[config.mk]
export PLATFORM = sky130hd
export DESIGN_NAME = mscd_top
export DESIGN_NICKNAME = d
export VERILOG_FILES = /design/src/mscd_pkg.sv /design/src/mscd_opdec.sv /design/src/mscd_top.sv
export SDC_FILE = /design/constraint.sdc
export NUM_CORES = 1
export LEC_CHECK = 0
export ABC_AREA = 0
export ABC_CLOCK_PERIOD_IN_PS = 8400
export BUFFER_PORTS_ARGS = -buffer_cell sky130_fd_sc_hd__clkbuf_2
export CAP_MARGIN = 20
export CORE_UTILIZATION = 45
export DETAILED_ROUTE_END_ITERATION = 12
export GPL_TIMING_DRIVEN = 0
export PLACE_DENSITY = 0.79
export SLEW_MARGIN = 20
export SYNTH_ARGS = -nofsm -noshare
export SYNTH_HDL_FRONTEND = slang
export SYNTH_HIERARCHICAL = 1
export SYNTH_SLANG_ARGS = --single-unit
[constraint.sdc]
create_clock -name clock_i -period 8.4 [get_ports clock_i]
set_input_delay 1.68 -clock clock_i [delete_from_list [all_inputs] [get_ports clock_i]]
set_output_delay 1.68 -clock clock_i [all_outputs]
set_load 0.02 [all_outputs]
[src/mscd_pkg.sv]
// Package with constants and types for the motion slave command decoder
// Functional notes
// - Each command opcode is one byte from one host command register write.
// - Bits 5:4 equal 11 means system command; bits 3:0 select it; 7:6 ignored.
// - Bits 5:4 of 00, 01, 10 mean slave start, output, input; 3:0 address.
// - Eleven system command opcodes are recognised; others flagged as unknown.
// - Slave result data starts with the slave address byte.
// - Results pair with commands by slave address, not issue order.
// - At most sixteen slaves, each with a distinct address.
// - Slave serial link runs at most 125 kbit/s.
// - Host data path is eight bits wide.
// - Buffer two commands; third command's first byte sets full flag, refuses bytes.
// - Raise interrupt on results; halt accepting commands while output unread.
package mscd_pkg;

  localparam int unsigned BYTE_W      = 8;
  localparam int unsigned ADDR_W      = 4;
  localparam int unsigned NUM_SLAVES  = 16;
  localparam int unsigned CMD_DEPTH   = 2;
  localparam int unsigned CLK_HZ      = 200_000_000;
  localparam int unsigned LINK_BPS    = 125_000;
  // Longest rate: round the divider up so the rate never exceeds the limit
  localparam int unsigned BIT_CYCLES  = (CLK_HZ + LINK_BPS - 1) / LINK_BPS;
  localparam int unsigned CLASS_HI    = 5;
  localparam int unsigned CLASS_LO    = 4;

  // Command classes from opcode bits 5:4
  typedef enum logic [1:0] {
    MSCD_SLV_START  = 2'h0,
    MSCD_SLV_OUTPUT = 2'h1,
    MSCD_SLV_INPUT  = 2'h2,
    MSCD_SYSTEM     = 2'h3
  } mscd_class_t;

  // System command selectors in bits 3:0
  localparam logic [3:0] SYS_INIT_POLL  = 4'h0;
  localparam logic [3:0] SYS_POLL_START = 4'h1;
  localparam logic [3:0] SYS_POLL_STOP  = 4'h2;
  localparam logic [3:0] SYS_EMERG_STOP = 4'h3;
  localparam logic [3:0] SYS_BUSY_LIST  = 4'h4;
  localparam logic [3:0] SYS_DIRECT     = 4'h5;
  localparam logic [3:0] SYS_INTERLOCK  = 4'h6;
  localparam logic [3:0] SYS_ERR_COUNT  = 4'h7;
  localparam logic [3:0] SYS_POLL_PROH  = 4'h8;
  localparam logic [3:0] SYS_POLL_RES   = 4'h9;
  localparam logic [3:0] SYS_STAT_CHECK = 4'hF;

  // Decoded command handed to the execution side
  typedef struct packed {
    mscd_class_t cls;
    logic [3:0]  code;   // System selector or slave address
    logic        known;  // Valid system code, always one for slave commands
  } mscd_cmd_t;

  // Result coming back from a slave channel
  typedef struct packed {
    logic [3:0] addr;
    logic [7:0] data;
  } mscd_res_t;

endpackage : mscd_pkg

[src/mscd_opdec.sv]
// Opcode decoder for the motion slave command decoder
`timescale 1ns/10ps
`default_nettype none
module mscd_opdec (
  input  wire logic [7:0]          opcode_i, // Command byte
  output mscd_pkg::mscd_cmd_t      cmd_o     // Decoded command
);
  import mscd_pkg::*;

  // Classify by bits 5:4, ignore bits 7:6
  always_comb begin
    cmd_o.cls  = mscd_class_t'(opcode_i[CLASS_HI:CLASS_LO]);
    cmd_o.code = opcode_i[3:0];
    cmd_o.known = 1'b1;
    if (cmd_o.cls == MSCD_SYSTEM) begin
      unique case (opcode_i[3:0])
        SYS_INIT_POLL, SYS_POLL_START, SYS_POLL_STOP, SYS_EMERG_STOP,
        SYS_BUSY_LIST, SYS_DIRECT, SYS_INTERLOCK, SYS_ERR_COUNT,
        SYS_POLL_PROH, SYS_POLL_RES, SYS_STAT_CHECK: cmd_o.known = 1'b1;
        default: cmd_o.known = 1'b0;
      endcase
    end
  end
endmodule // mscd_opdec
`default_nettype wire

[src/mscd_top.sv]
// Command buffer, decode, result return and link rate tick of the decoder
`timescale 1ns/10ps
`default_nettype none
module mscd_top (
  input  wire logic                 clock_i,      // 200 MHz clock
  input  wire logic                 resetn_i,     // Async reset, active low
  input  wire logic                 cmd_wr_i,     // Host write to command register
  input  wire logic                 data_wr_i,    // Host write to data register
  input  wire logic [7:0]           wdata_i,      // Host write byte
  input  wire logic                 rd_i,         // Host read of data register
  output logic                      input_buffer_full_flag_o, // Full flag
  output logic [7:0]                rdata_o,      // Result byte to host
  output logic                      obf_o,        // Result byte waiting
  output logic                      irq_o,        // Result interrupt, level
  output logic                      cmd_valid_o,  // Head command available
  output mscd_pkg::mscd_cmd_t       cmd_o,        // Head command
  output logic [7:0]                param_o,      // Parameter byte
  output logic                      param_valid_o,// Parameter byte pulse
  input  wire logic                 cmd_take_i,   // Executor pops head command
  input  wire logic                 res_valid_i,  // Slave result word valid
  input  wire mscd_pkg::mscd_res_t  res_i,        // Slave result word
  output logic                      res_ready_o,  // Result accepted
  output logic                      bit_tick_o    // Link bit-rate tick
);
  import mscd_pkg::*;

  // Result return states; the unused code 2'b10 falls back to idle
  typedef enum logic [1:0] {
    MSCD_IDLE = 2'b00,
    MSCD_ADDR = 2'b01,
    MSCD_DATA = 2'b11
  } mscd_rst_t;

  ////////////////////////////////////////////////////////////////////////
  // Queue slots hold decoded commands, so the executor never re-decodes;
  // the rest is parameter, result and divider state
  mscd_cmd_t           dec;
  mscd_cmd_t           q [CMD_DEPTH];
  mscd_cmd_t           next_q [CMD_DEPTH];
  logic [1:0]          cnt, next_cnt;
  logic                full, next_full;
  logic [7:0]          param, next_param;
  logic                pvalid, next_pvalid;
  mscd_rst_t           st, next_st;
  logic [7:0]          rbyte, next_rbyte;
  logic [7:0]          rhold, next_rhold;
  logic                obf, next_obf;
  logic [$clog2(BIT_CYCLES)-1:0] div, next_div;
  logic                tick, next_tick;
  logic                push, pop, accept;
  logic                rready, res_take;

  // Opcode decode is purely combinational on the write byte
  mscd_opdec u_dec (
    .opcode_i (wdata_i),
    .cmd_o    (dec)
  );

  ////////////////////////////////////////////////////////////////////////
  // Command buffer
  // Halt intake while a result waits unread
  // or once the third opcode has set the full flag
  assign accept = !full && !obf;
  assign push   = cmd_wr_i && accept;
  // A pop on an empty queue is ignored so the count cannot wrap
  assign pop    = cmd_take_i && (cnt != 2'h0);

  // Next queue state. A pop and a push in one cycle are legal: the pop
  // shifts first, so the new opcode lands behind the surviving entry.
  // A third opcode is dropped and only raises the full flag.
  always_comb begin
    next_q      = q;
    next_cnt    = cnt;
    next_full   = full;
    next_param  = param;
    next_pvalid = 1'b0;
    if (pop) begin
      next_q[0] = q[1];
      next_cnt  = cnt - 2'h1;
      next_full = 1'b0;
    end
    if (push) begin
      if (next_cnt == 2'(CMD_DEPTH)) begin
        next_full = 1'b1;
      end else begin
        next_q[next_cnt[0]] = dec;
        next_cnt = next_cnt + 2'h1;
      end
    end
    // Parameter bytes pass through the same intake gate as opcodes
    if (data_wr_i && accept) begin
      next_param  = wdata_i;
      next_pvalid = 1'b1;
    end
  end

  // Queue, full flag and parameter registers; reset clears every slot
  always_ff @(posedge clock_i or negedge resetn_i) begin
    if (!resetn_i) begin
      for (int i = 0; i < CMD_DEPTH; i++) begin
        q[i] <= '0;
      end
      cnt    <= 2'h0;
      full   <= 1'b0;
      param  <= 8'h00;
      pvalid <= 1'b0;
    end else begin
      q      <= next_q;
      cnt    <= next_cnt;
      full   <= next_full;
      param  <= next_param;
      pvalid <= next_pvalid;
    end
  end

  ////////////////////////////////////////////////////////////////////////
  // Result return: address byte first, then data byte.
  // A new result is taken only in idle with no byte waiting, so an
  // unread data byte is never overwritten by the next address byte.
  assign rready      = (st == MSCD_IDLE) && !obf;
  assign res_take    = res_valid_i && rready;
  assign res_ready_o = rready;

  // Next result state; a host read clears the waiting flag first
  always_comb begin
    next_st    = st;
    next_rbyte = rbyte;
    next_rhold = rhold;
    next_obf   = obf;
    if (obf && rd_i) begin
      next_obf = 1'b0;
    end
    unique case (st)
      // Latch both bytes, address first for the host
      MSCD_IDLE: begin
        if (res_take) begin
          next_rhold = res_i.data;
          next_rbyte = {4'h0, res_i.addr};
          next_st    = MSCD_ADDR;
        end
      end
      // Present the address byte once the output is empty
      MSCD_ADDR: begin
        if (!obf) begin
          next_obf = 1'b1;
          next_st  = MSCD_DATA;
        end
      end
      // Then the data byte, after the host has read the address
      MSCD_DATA: begin
        if (!obf) begin
          next_rbyte = rhold;
          next_obf   = 1'b1;
          next_st    = MSCD_IDLE;
        end
      end
      default: next_st = MSCD_IDLE;
    endcase
  end

  // Result registers; address and data bytes share one output flop
  always_ff @(posedge clock_i or negedge resetn_i) begin
    if (!resetn_i) begin
      st    <= MSCD_IDLE;
      rbyte <= 8'h00;
      rhold <= 8'h00;
      obf   <= 1'b0;
    end else begin
      st    <= next_st;
      rbyte <= next_rbyte;
      rhold <= next_rhold;
      obf   <= next_obf;
    end
  end

  ////////////////////////////////////////////////////////////////////////
  // Link bit-rate divider: counts 0 to BIT_CYCLES-1 and pulses once per
  // wrap. The cycle count is rounded up, so the link never runs faster
  // than its limit.
  always_comb begin
    next_tick = 1'b0;
    next_div  = div + 1'b1;
    if (div == ($clog2(BIT_CYCLES))'(BIT_CYCLES - 1)) begin
      next_div  = '0;
      next_tick = 1'b1;
    end
  end

  // Divider registers; the tick leaves a flip-flop so it is glitch free
  // and lasts exactly one clock
  always_ff @(posedge clock_i or negedge resetn_i) begin
    if (!resetn_i) begin
      div  <= '0;
      tick <= 1'b0;
    end else begin
      div  <= next_div;
      tick <= next_tick;
    end
  end


  ////////////////////////////////////////////////////////////////////////
  // Outputs. The interrupt follows the waiting flag, so it stays up
  // until the host has read the byte that raised it.
  // Handshake ready is combinational; data outputs come from flip-flops.
  assign input_buffer_full_flag_o = full;
  assign rdata_o       = rbyte;
  assign obf_o         = obf;
  assign irq_o         = obf;
  assign cmd_valid_o   = (cnt != 2'h0);
  assign cmd_o         = q[0];
  assign param_o       = param;
  assign param_valid_o = pvalid;
  assign bit_tick_o    = tick;
endmodule // mscd_top
`default_nettype wire

==> impl_metrics.toml, run 1 <==
[synthesis]
synth_top_area_share = 0.510
yosysWarnings = 6
synth_cell_types = 38
ys_ff_latch = 57
ys_async_sr_fraction = 1.00
ys.flop_type = "dfrtp_1"
netlist_area_um2 = 2800
syn_avg_cell_area_um2 = 10.8
ys_seq_area_frac = 0.510
yosys.area.top_type = "dfrtp_1"
synth.area.top_cells = "dfrtp_1 (51%), mux2_2 (8.4%), o21ai_0 (4.6%), nor2_1 (4.4%), buf_4 (4.0%)"
syn_inst = 260
synth_edf_count = 0
syn-num-nets = 290

[clocking]
cts-resized-gates = 0
clkSinkCount = 57
hold_buffers = 0
clk_latency_ps = 340
cts_buffers = 9
htree_num_levels = 3
cts_tree = "done"
cts_root_buffer = "clkbuf_8"
post-cts-setup-buffers = 0
cts_buffer_depth = 2
clk_pin_slew_ps = 70

[die]
core_um2 = 5960
die_h_um = 80.9
die_w_um = 80.9
rows = 28
dieArea_um2 = 6540
io_pins = 57
initial_core_util = 0.470

[layout]
drive_gt1_frac = 0.390
antenna_cells = 0
final_nets = 358
area_growth_syn_to_layout_pct = 22.1
fillers = 531
final_common_cell = "dfrtp_1"
final_cell_mix = "dfrtp_1 (57), clkbuf_2 (55), nor2_1 (33)"

[setup_path]
cp.arrival_ps = 3910
criticalPathCategory = "input port to register"
cp.required_ps = 8620
critPathLaunchType = "input port"
cp_max_fo = 10
end_kind = "register"

[timing]
period_share = 0.438
layout_setup_ws_ps = 4720
finalSetupViolCount = 0
tns_ps = 0
finalCriticalPeriod_ps = 3680
finClkSkew_ps = 10.8
rsz0062_at_grt = "no"
clock.fmax_ghz = 0.272
worstMarginPinSlew_ps = 543
hold_viol = 0
maxSlewViolCount = 0
maxSlewHeadroom = 0.638

[outcome]
outcome = "completed"

[job]
cap_violations = 0

[place]
dp_hpwl_mm = 3.93
place_ws_ps = 4350
io_buffers = 56
gp_congestion = 0.802

[global_routing]
grt_first_pass_wirelength_mm = 8.85
grtUsageTotal = 0.183
grt_pass1_vias = 1905
grt_remaining_overflow = 0
grt_start_max_net_pins = 47
antenna_found_initial = 0

[power]
power.leakage_nw = 1.60
peakVddDrop_v = 0.000202
power.density_nw_per_um2 = 365

[routing]
final_antenna_net_count = 0
num_vias = 2055
viasPerCell = 5.04
drc_errors = 0
drt_pass1_iterations = 4
drt-initial-drc-count = 88
wl_mm = 5.28
post_drt_wl_per_cell_um = 12.9

[worst_hold_path]
hp-class = "register to register"
-- cells in the mapped netlist (2+ instances only) --
master / count
mux2i_1: 5
mux2_1: 2
buf_2: 3
nor2_1: 33
nor3_2: 7
mux2_2: 21
nor3b_1: 2
o21a_1: 2
clkbuf_1: 3
xor2_1: 3
inv_1: 6
nor2_4: 2
a21oi_1: 11
xnor2_1: 7
buf_4: 15
and3_1: 8
dfrtp_1: 57
nor3_1: 12
ha_1: 3
buf_6: 3
nor2b_1: 2
o21ai_0: 26
nand3_1: 5
nand2_1: 8
-- area by class of cell --
class | instances | area, um^2 | share of cell area
buffer | 25 | 188 | 0.0549
clock inverter | 4 | 50.0 | 0.0146
clock buffer | 12 | 165 | 0.0483
tap | 75 | 93.8 | 0.0275
sequential | 57 | 1430 | 0.417
timing repair buffer | 57 | 310 | 0.0908
multi-input combinational | 172 | 1160 | 0.340
inverter | 6 | 22.5 | 0.00659
-- routing by layer --
layer | vias to the layer above | GRT usage | wire, um
li1 | 1023 | - | -
met1 | 964 | 0.216 | 2300
met2 | 56 | 0.297 | 2590
met4 | 0 | 0.102 | 81
met5 | - | 0 | 0
met3 | 12 | 0.0528 | 311
-- worst max-delay path, cell delays in order --
cell      delay [ps]
clkbuf_2          90
nand2b_1          80
buf_6            140
clkbuf_1         330
o21ai_0          190
ha_1             230
or4b_1           480
buf_6            150
nor2_4           180
mux2_2           360
-- worst paths after layout --
| path | slack, ps | to | startpoint | cells past startpoint |
|---|---|---|---|---|
| worst max-delay path | 4720 | register | cmd_take_i | 10 |
| worst min-delay path | 490 | div[10] | div[10] | 1 |
| worst max register to register | 5130 | register | cnt[0] | 12 |
| worst min register to register | 490 | div[10] | div[10] | 1 |
| max in group asynchronous | 6720 | div[1] | resetn_i | 2 |
| min in group asynchronous | 1210 | cmd_o[5] | resetn_i | 1 |
-- kinds of logic after synthesis --
kind of cell,share of synthesized area
simple gates,0.173
flops,0.510
compound gates,0.0876
buf+inv,0.0751
mux,0.110
xor+xnor,0.0313
fa+ha+maj,0.0134
-- stage by stage --
stage / instance area (um^2) / utilization / cells / hold slack, ps / power [W]
final: 3420 / 0.574 / 408 / 487 / 0.00125
after global routing: 3420 / 0.574 / 408 / 498 / 0.00134
after CTS: 3420 / 0.574 / 408 / 493 / 0.00126
after detailed placement: 3200 / 0.538 / 392 / 477 / 0.000987
after global placement: 3170 / 0.533 / 391 / 460 / 0.000964
after floorplan: 2800 / - / 260 / 450 / 0.000838
-- report_power, final --
part           switching (W)  leakage [nW]  total, W  internal (W)
clock network       0.000111         0.105  0.000271      0.000161
logic               0.000295         0.813  0.000531      0.000236
registers          0.0000606         0.686  0.000445      0.000384
Note: power is estimated with default switching activity, not from simulation.
==> run 2, diff against run 1 <==
--- a/config.mk
+++ b/config.mk
@@ -6,7 +6,7 @@
 export NUM_CORES = 1
 export LEC_CHECK = 0
 export ABC_AREA = 0
-export ABC_CLOCK_PERIOD_IN_PS = 8400
+export ABC_CLOCK_PERIOD_IN_PS = 3500
 export BUFFER_PORTS_ARGS = -buffer_cell sky130_fd_sc_hd__clkbuf_2
 export CAP_MARGIN = 20
 export CORE_UTILIZATION = 45
==> constraint.sdc (replaced) <==
create_clock -name clock_i -period 3.5 [get_ports clock_i]
set_input_delay 0.7 -clock clock_i [delete_from_list [all_inputs] [get_ports clock_i]]
set_output_delay 0.7 -clock clock_i [all_outputs]
set_load 0.02 [all_outputs]
==> run 2 against run 1 <==
Effect of this change:
- via count increased by 0.29%
- first-iteration DRC count unchanged
- setup slack got worse by 4300 ps
- total power increased by 140%
- critical path type is now register to register
- sequential cell count unchanged
- register-to-register slack got worse by 4700 ps
==> impl_metrics.toml, run 2 (synthesized netlist as in run 1, its figures left out) <==
[worst_hold_path]
hp-class = "input port to asynchronous set/reset pin"

[layout]
antenna_cells = 0
drive_gt1_frac = 0.393
final_nets = 358
final_cell_mix = "dfrtp_1 (57), clkbuf_2 (56), nor2_1 (33)"
area_growth_syn_to_layout_pct = 22.2
final_common_cell = "dfrtp_1"

[routing]
final_antenna_net_count = 0
viasPerCell = 5.05
drt-initial-drc-count = 88
wl_mm = 5.28
drt_pass1_iterations = 4
drc_errors = 0
num_vias = 2061
post_drt_wl_per_cell_um = 12.9

[outcome]
outcome = "completed"

[setup_path]
reg2reg_from = "cnt[0]"
rrSetupSlack_ps = 390
r2r_cells = 13
criticalPathCategory = "register to register"
critPathLaunchType = "register"
cp_max_fo = 10
cp.arrival_ps = 3330
cp.required_ps = 3720
end_kind = "register"

[clocking]
cts_root_buffer = "clkbuf_8"
cts_buffer_depth = 2
clkSinkCount = 57
clk_pin_slew_ps = 70
cts_tree = "done"
clk_latency_ps = 340
cts_buffers = 9
htree_num_levels = 3

[global_routing]
grtUsageTotal = 0.183
grt_first_pass_wirelength_mm = 8.85
antenna_found_initial = 0
grt_remaining_overflow = 0
grt_start_max_net_pins = 47
grt_pass1_vias = 1905

[die]
core_um2 = 5960
die_w_um = 80.9
die_h_um = 80.9
io_pins = 57
dieArea_um2 = 6540
initial_core_util = 0.470
rows = 28

[power]
p_comb_frac = 0.426
peakVddDrop_v = 0.000486
power.switching_w = 0.00112
power_w = 0.00299
p_clk_frac = 0.217
seq_power_share = 0.357
power.leakage_nw = 1.61
switching_share = 0.374
power.internal_w = 0.00188
power.density_nw_per_um2 = 876

[timing]
worstMarginPinSlew_ps = 543
tns_ps = 0
finClkSkew_ps = 10.8
finalCriticalPeriod_ps = 3110
finalSetupViolCount = 0
period_share = 0.888
maxSlewHeadroom = 0.638
hold_viol = 0
rsz0062_at_grt = "no"
clock.fmax_ghz = 0.322
maxSlewViolCount = 0

[place]
gp_congestion = 0.802
io_buffers = 56
dp_hpwl_mm = 3.93

[job]
cap_violations = 0
[run 2: metrics by stage]
step	hold WS (ps)	instances	utilization	worst slack, ps	instance area (um^2)
6_report	227	408	0.574	391	3420
5_1_grt	226	408	0.574	84.0	3420
4_1_cts	217	408	0.574	211	3420
3_5_place_dp	477	392	0.538	224	3200
3_3_place_gp	460	391	0.533	244	3170
2_1_floorplan	404	260	-	590	2800
[run 2: routing by layer]
layer  vias up  wire length (um)  global-route usage  part of all wire
met1       973              2310               0.216              0.44
met3        12               292              0.0528             0.055
met4         0                81               0.102             0.015
met2        52              2600               0.297              0.49
met5         -                 0                   0                 0
li1       1024                 -                   -                 -
[run 2: power groups by stage]
stage | clock network [W] | registers (W) | logic [W]
final | 0.000651 | 0.00107 | 0.00128
after global routing | 0.000696 | 0.00110 | 0.00142
after CTS | 0.000667 | 0.00107 | 0.00129
after detailed placement | 0 | 0.00108 | 0.00128
after global placement | 0 | 0.00107 | 0.00125
after floorplan | 0 | 0.00119 | 0.000826
[run 2: final cells by class]
class / instances / area, um^2
Buffer: 25 / 189
Fill cell: 530 / 2540
Clock buffer: 12 / 165
Inverter: 6 / 22.5
Multi-Input combinational cell: 172 / 1160
Timing Repair Buffer: 57 / 310
Tap cell: 75 / 93.8
Clock inverter: 4 / 50.0
Sequential cell: 57 / 1430
[run 2: repair_timing]
| item | CTS | global route |
|---|---|---|
| gates resized for setup | 0 | 2 |
| buffers inserted | 0 | 0 |
| hold endpoints to repair | 0 | 0 |
| hold buffers | 0 | 0 |
| endpoints found under the setup margin | 0 | 5 |
[run 2: how the worst max path moves through the flow]
stage | startpoint | to | slack [ps] | cells past startpoint
final | cnt[0] | register | 390 | 13
after CTS | cnt[0] | register | 210 | 12
after global routing | cnt[0] | cmd_o[5] | 80 | 14
after detailed placement | cnt[0] | register | 220 | 12
after floorplan | cnt[0] | register | 590 | 12
after global placement | cnt[0] | register | 240 | 12
[run 2: worst max-delay path, stage by stage (launching register included)]
cell and delay [ps]:
dfrtp_1 370, buf_4 170, inv_1 130, ha_1 250, nand2b_1 160, buf_6 140
clkbuf_2 180, nand2_1 90, o21ai_0 110, ha_1 220, or4b_1 480, buf_6 150
nor2_4 180, mux2_2 360
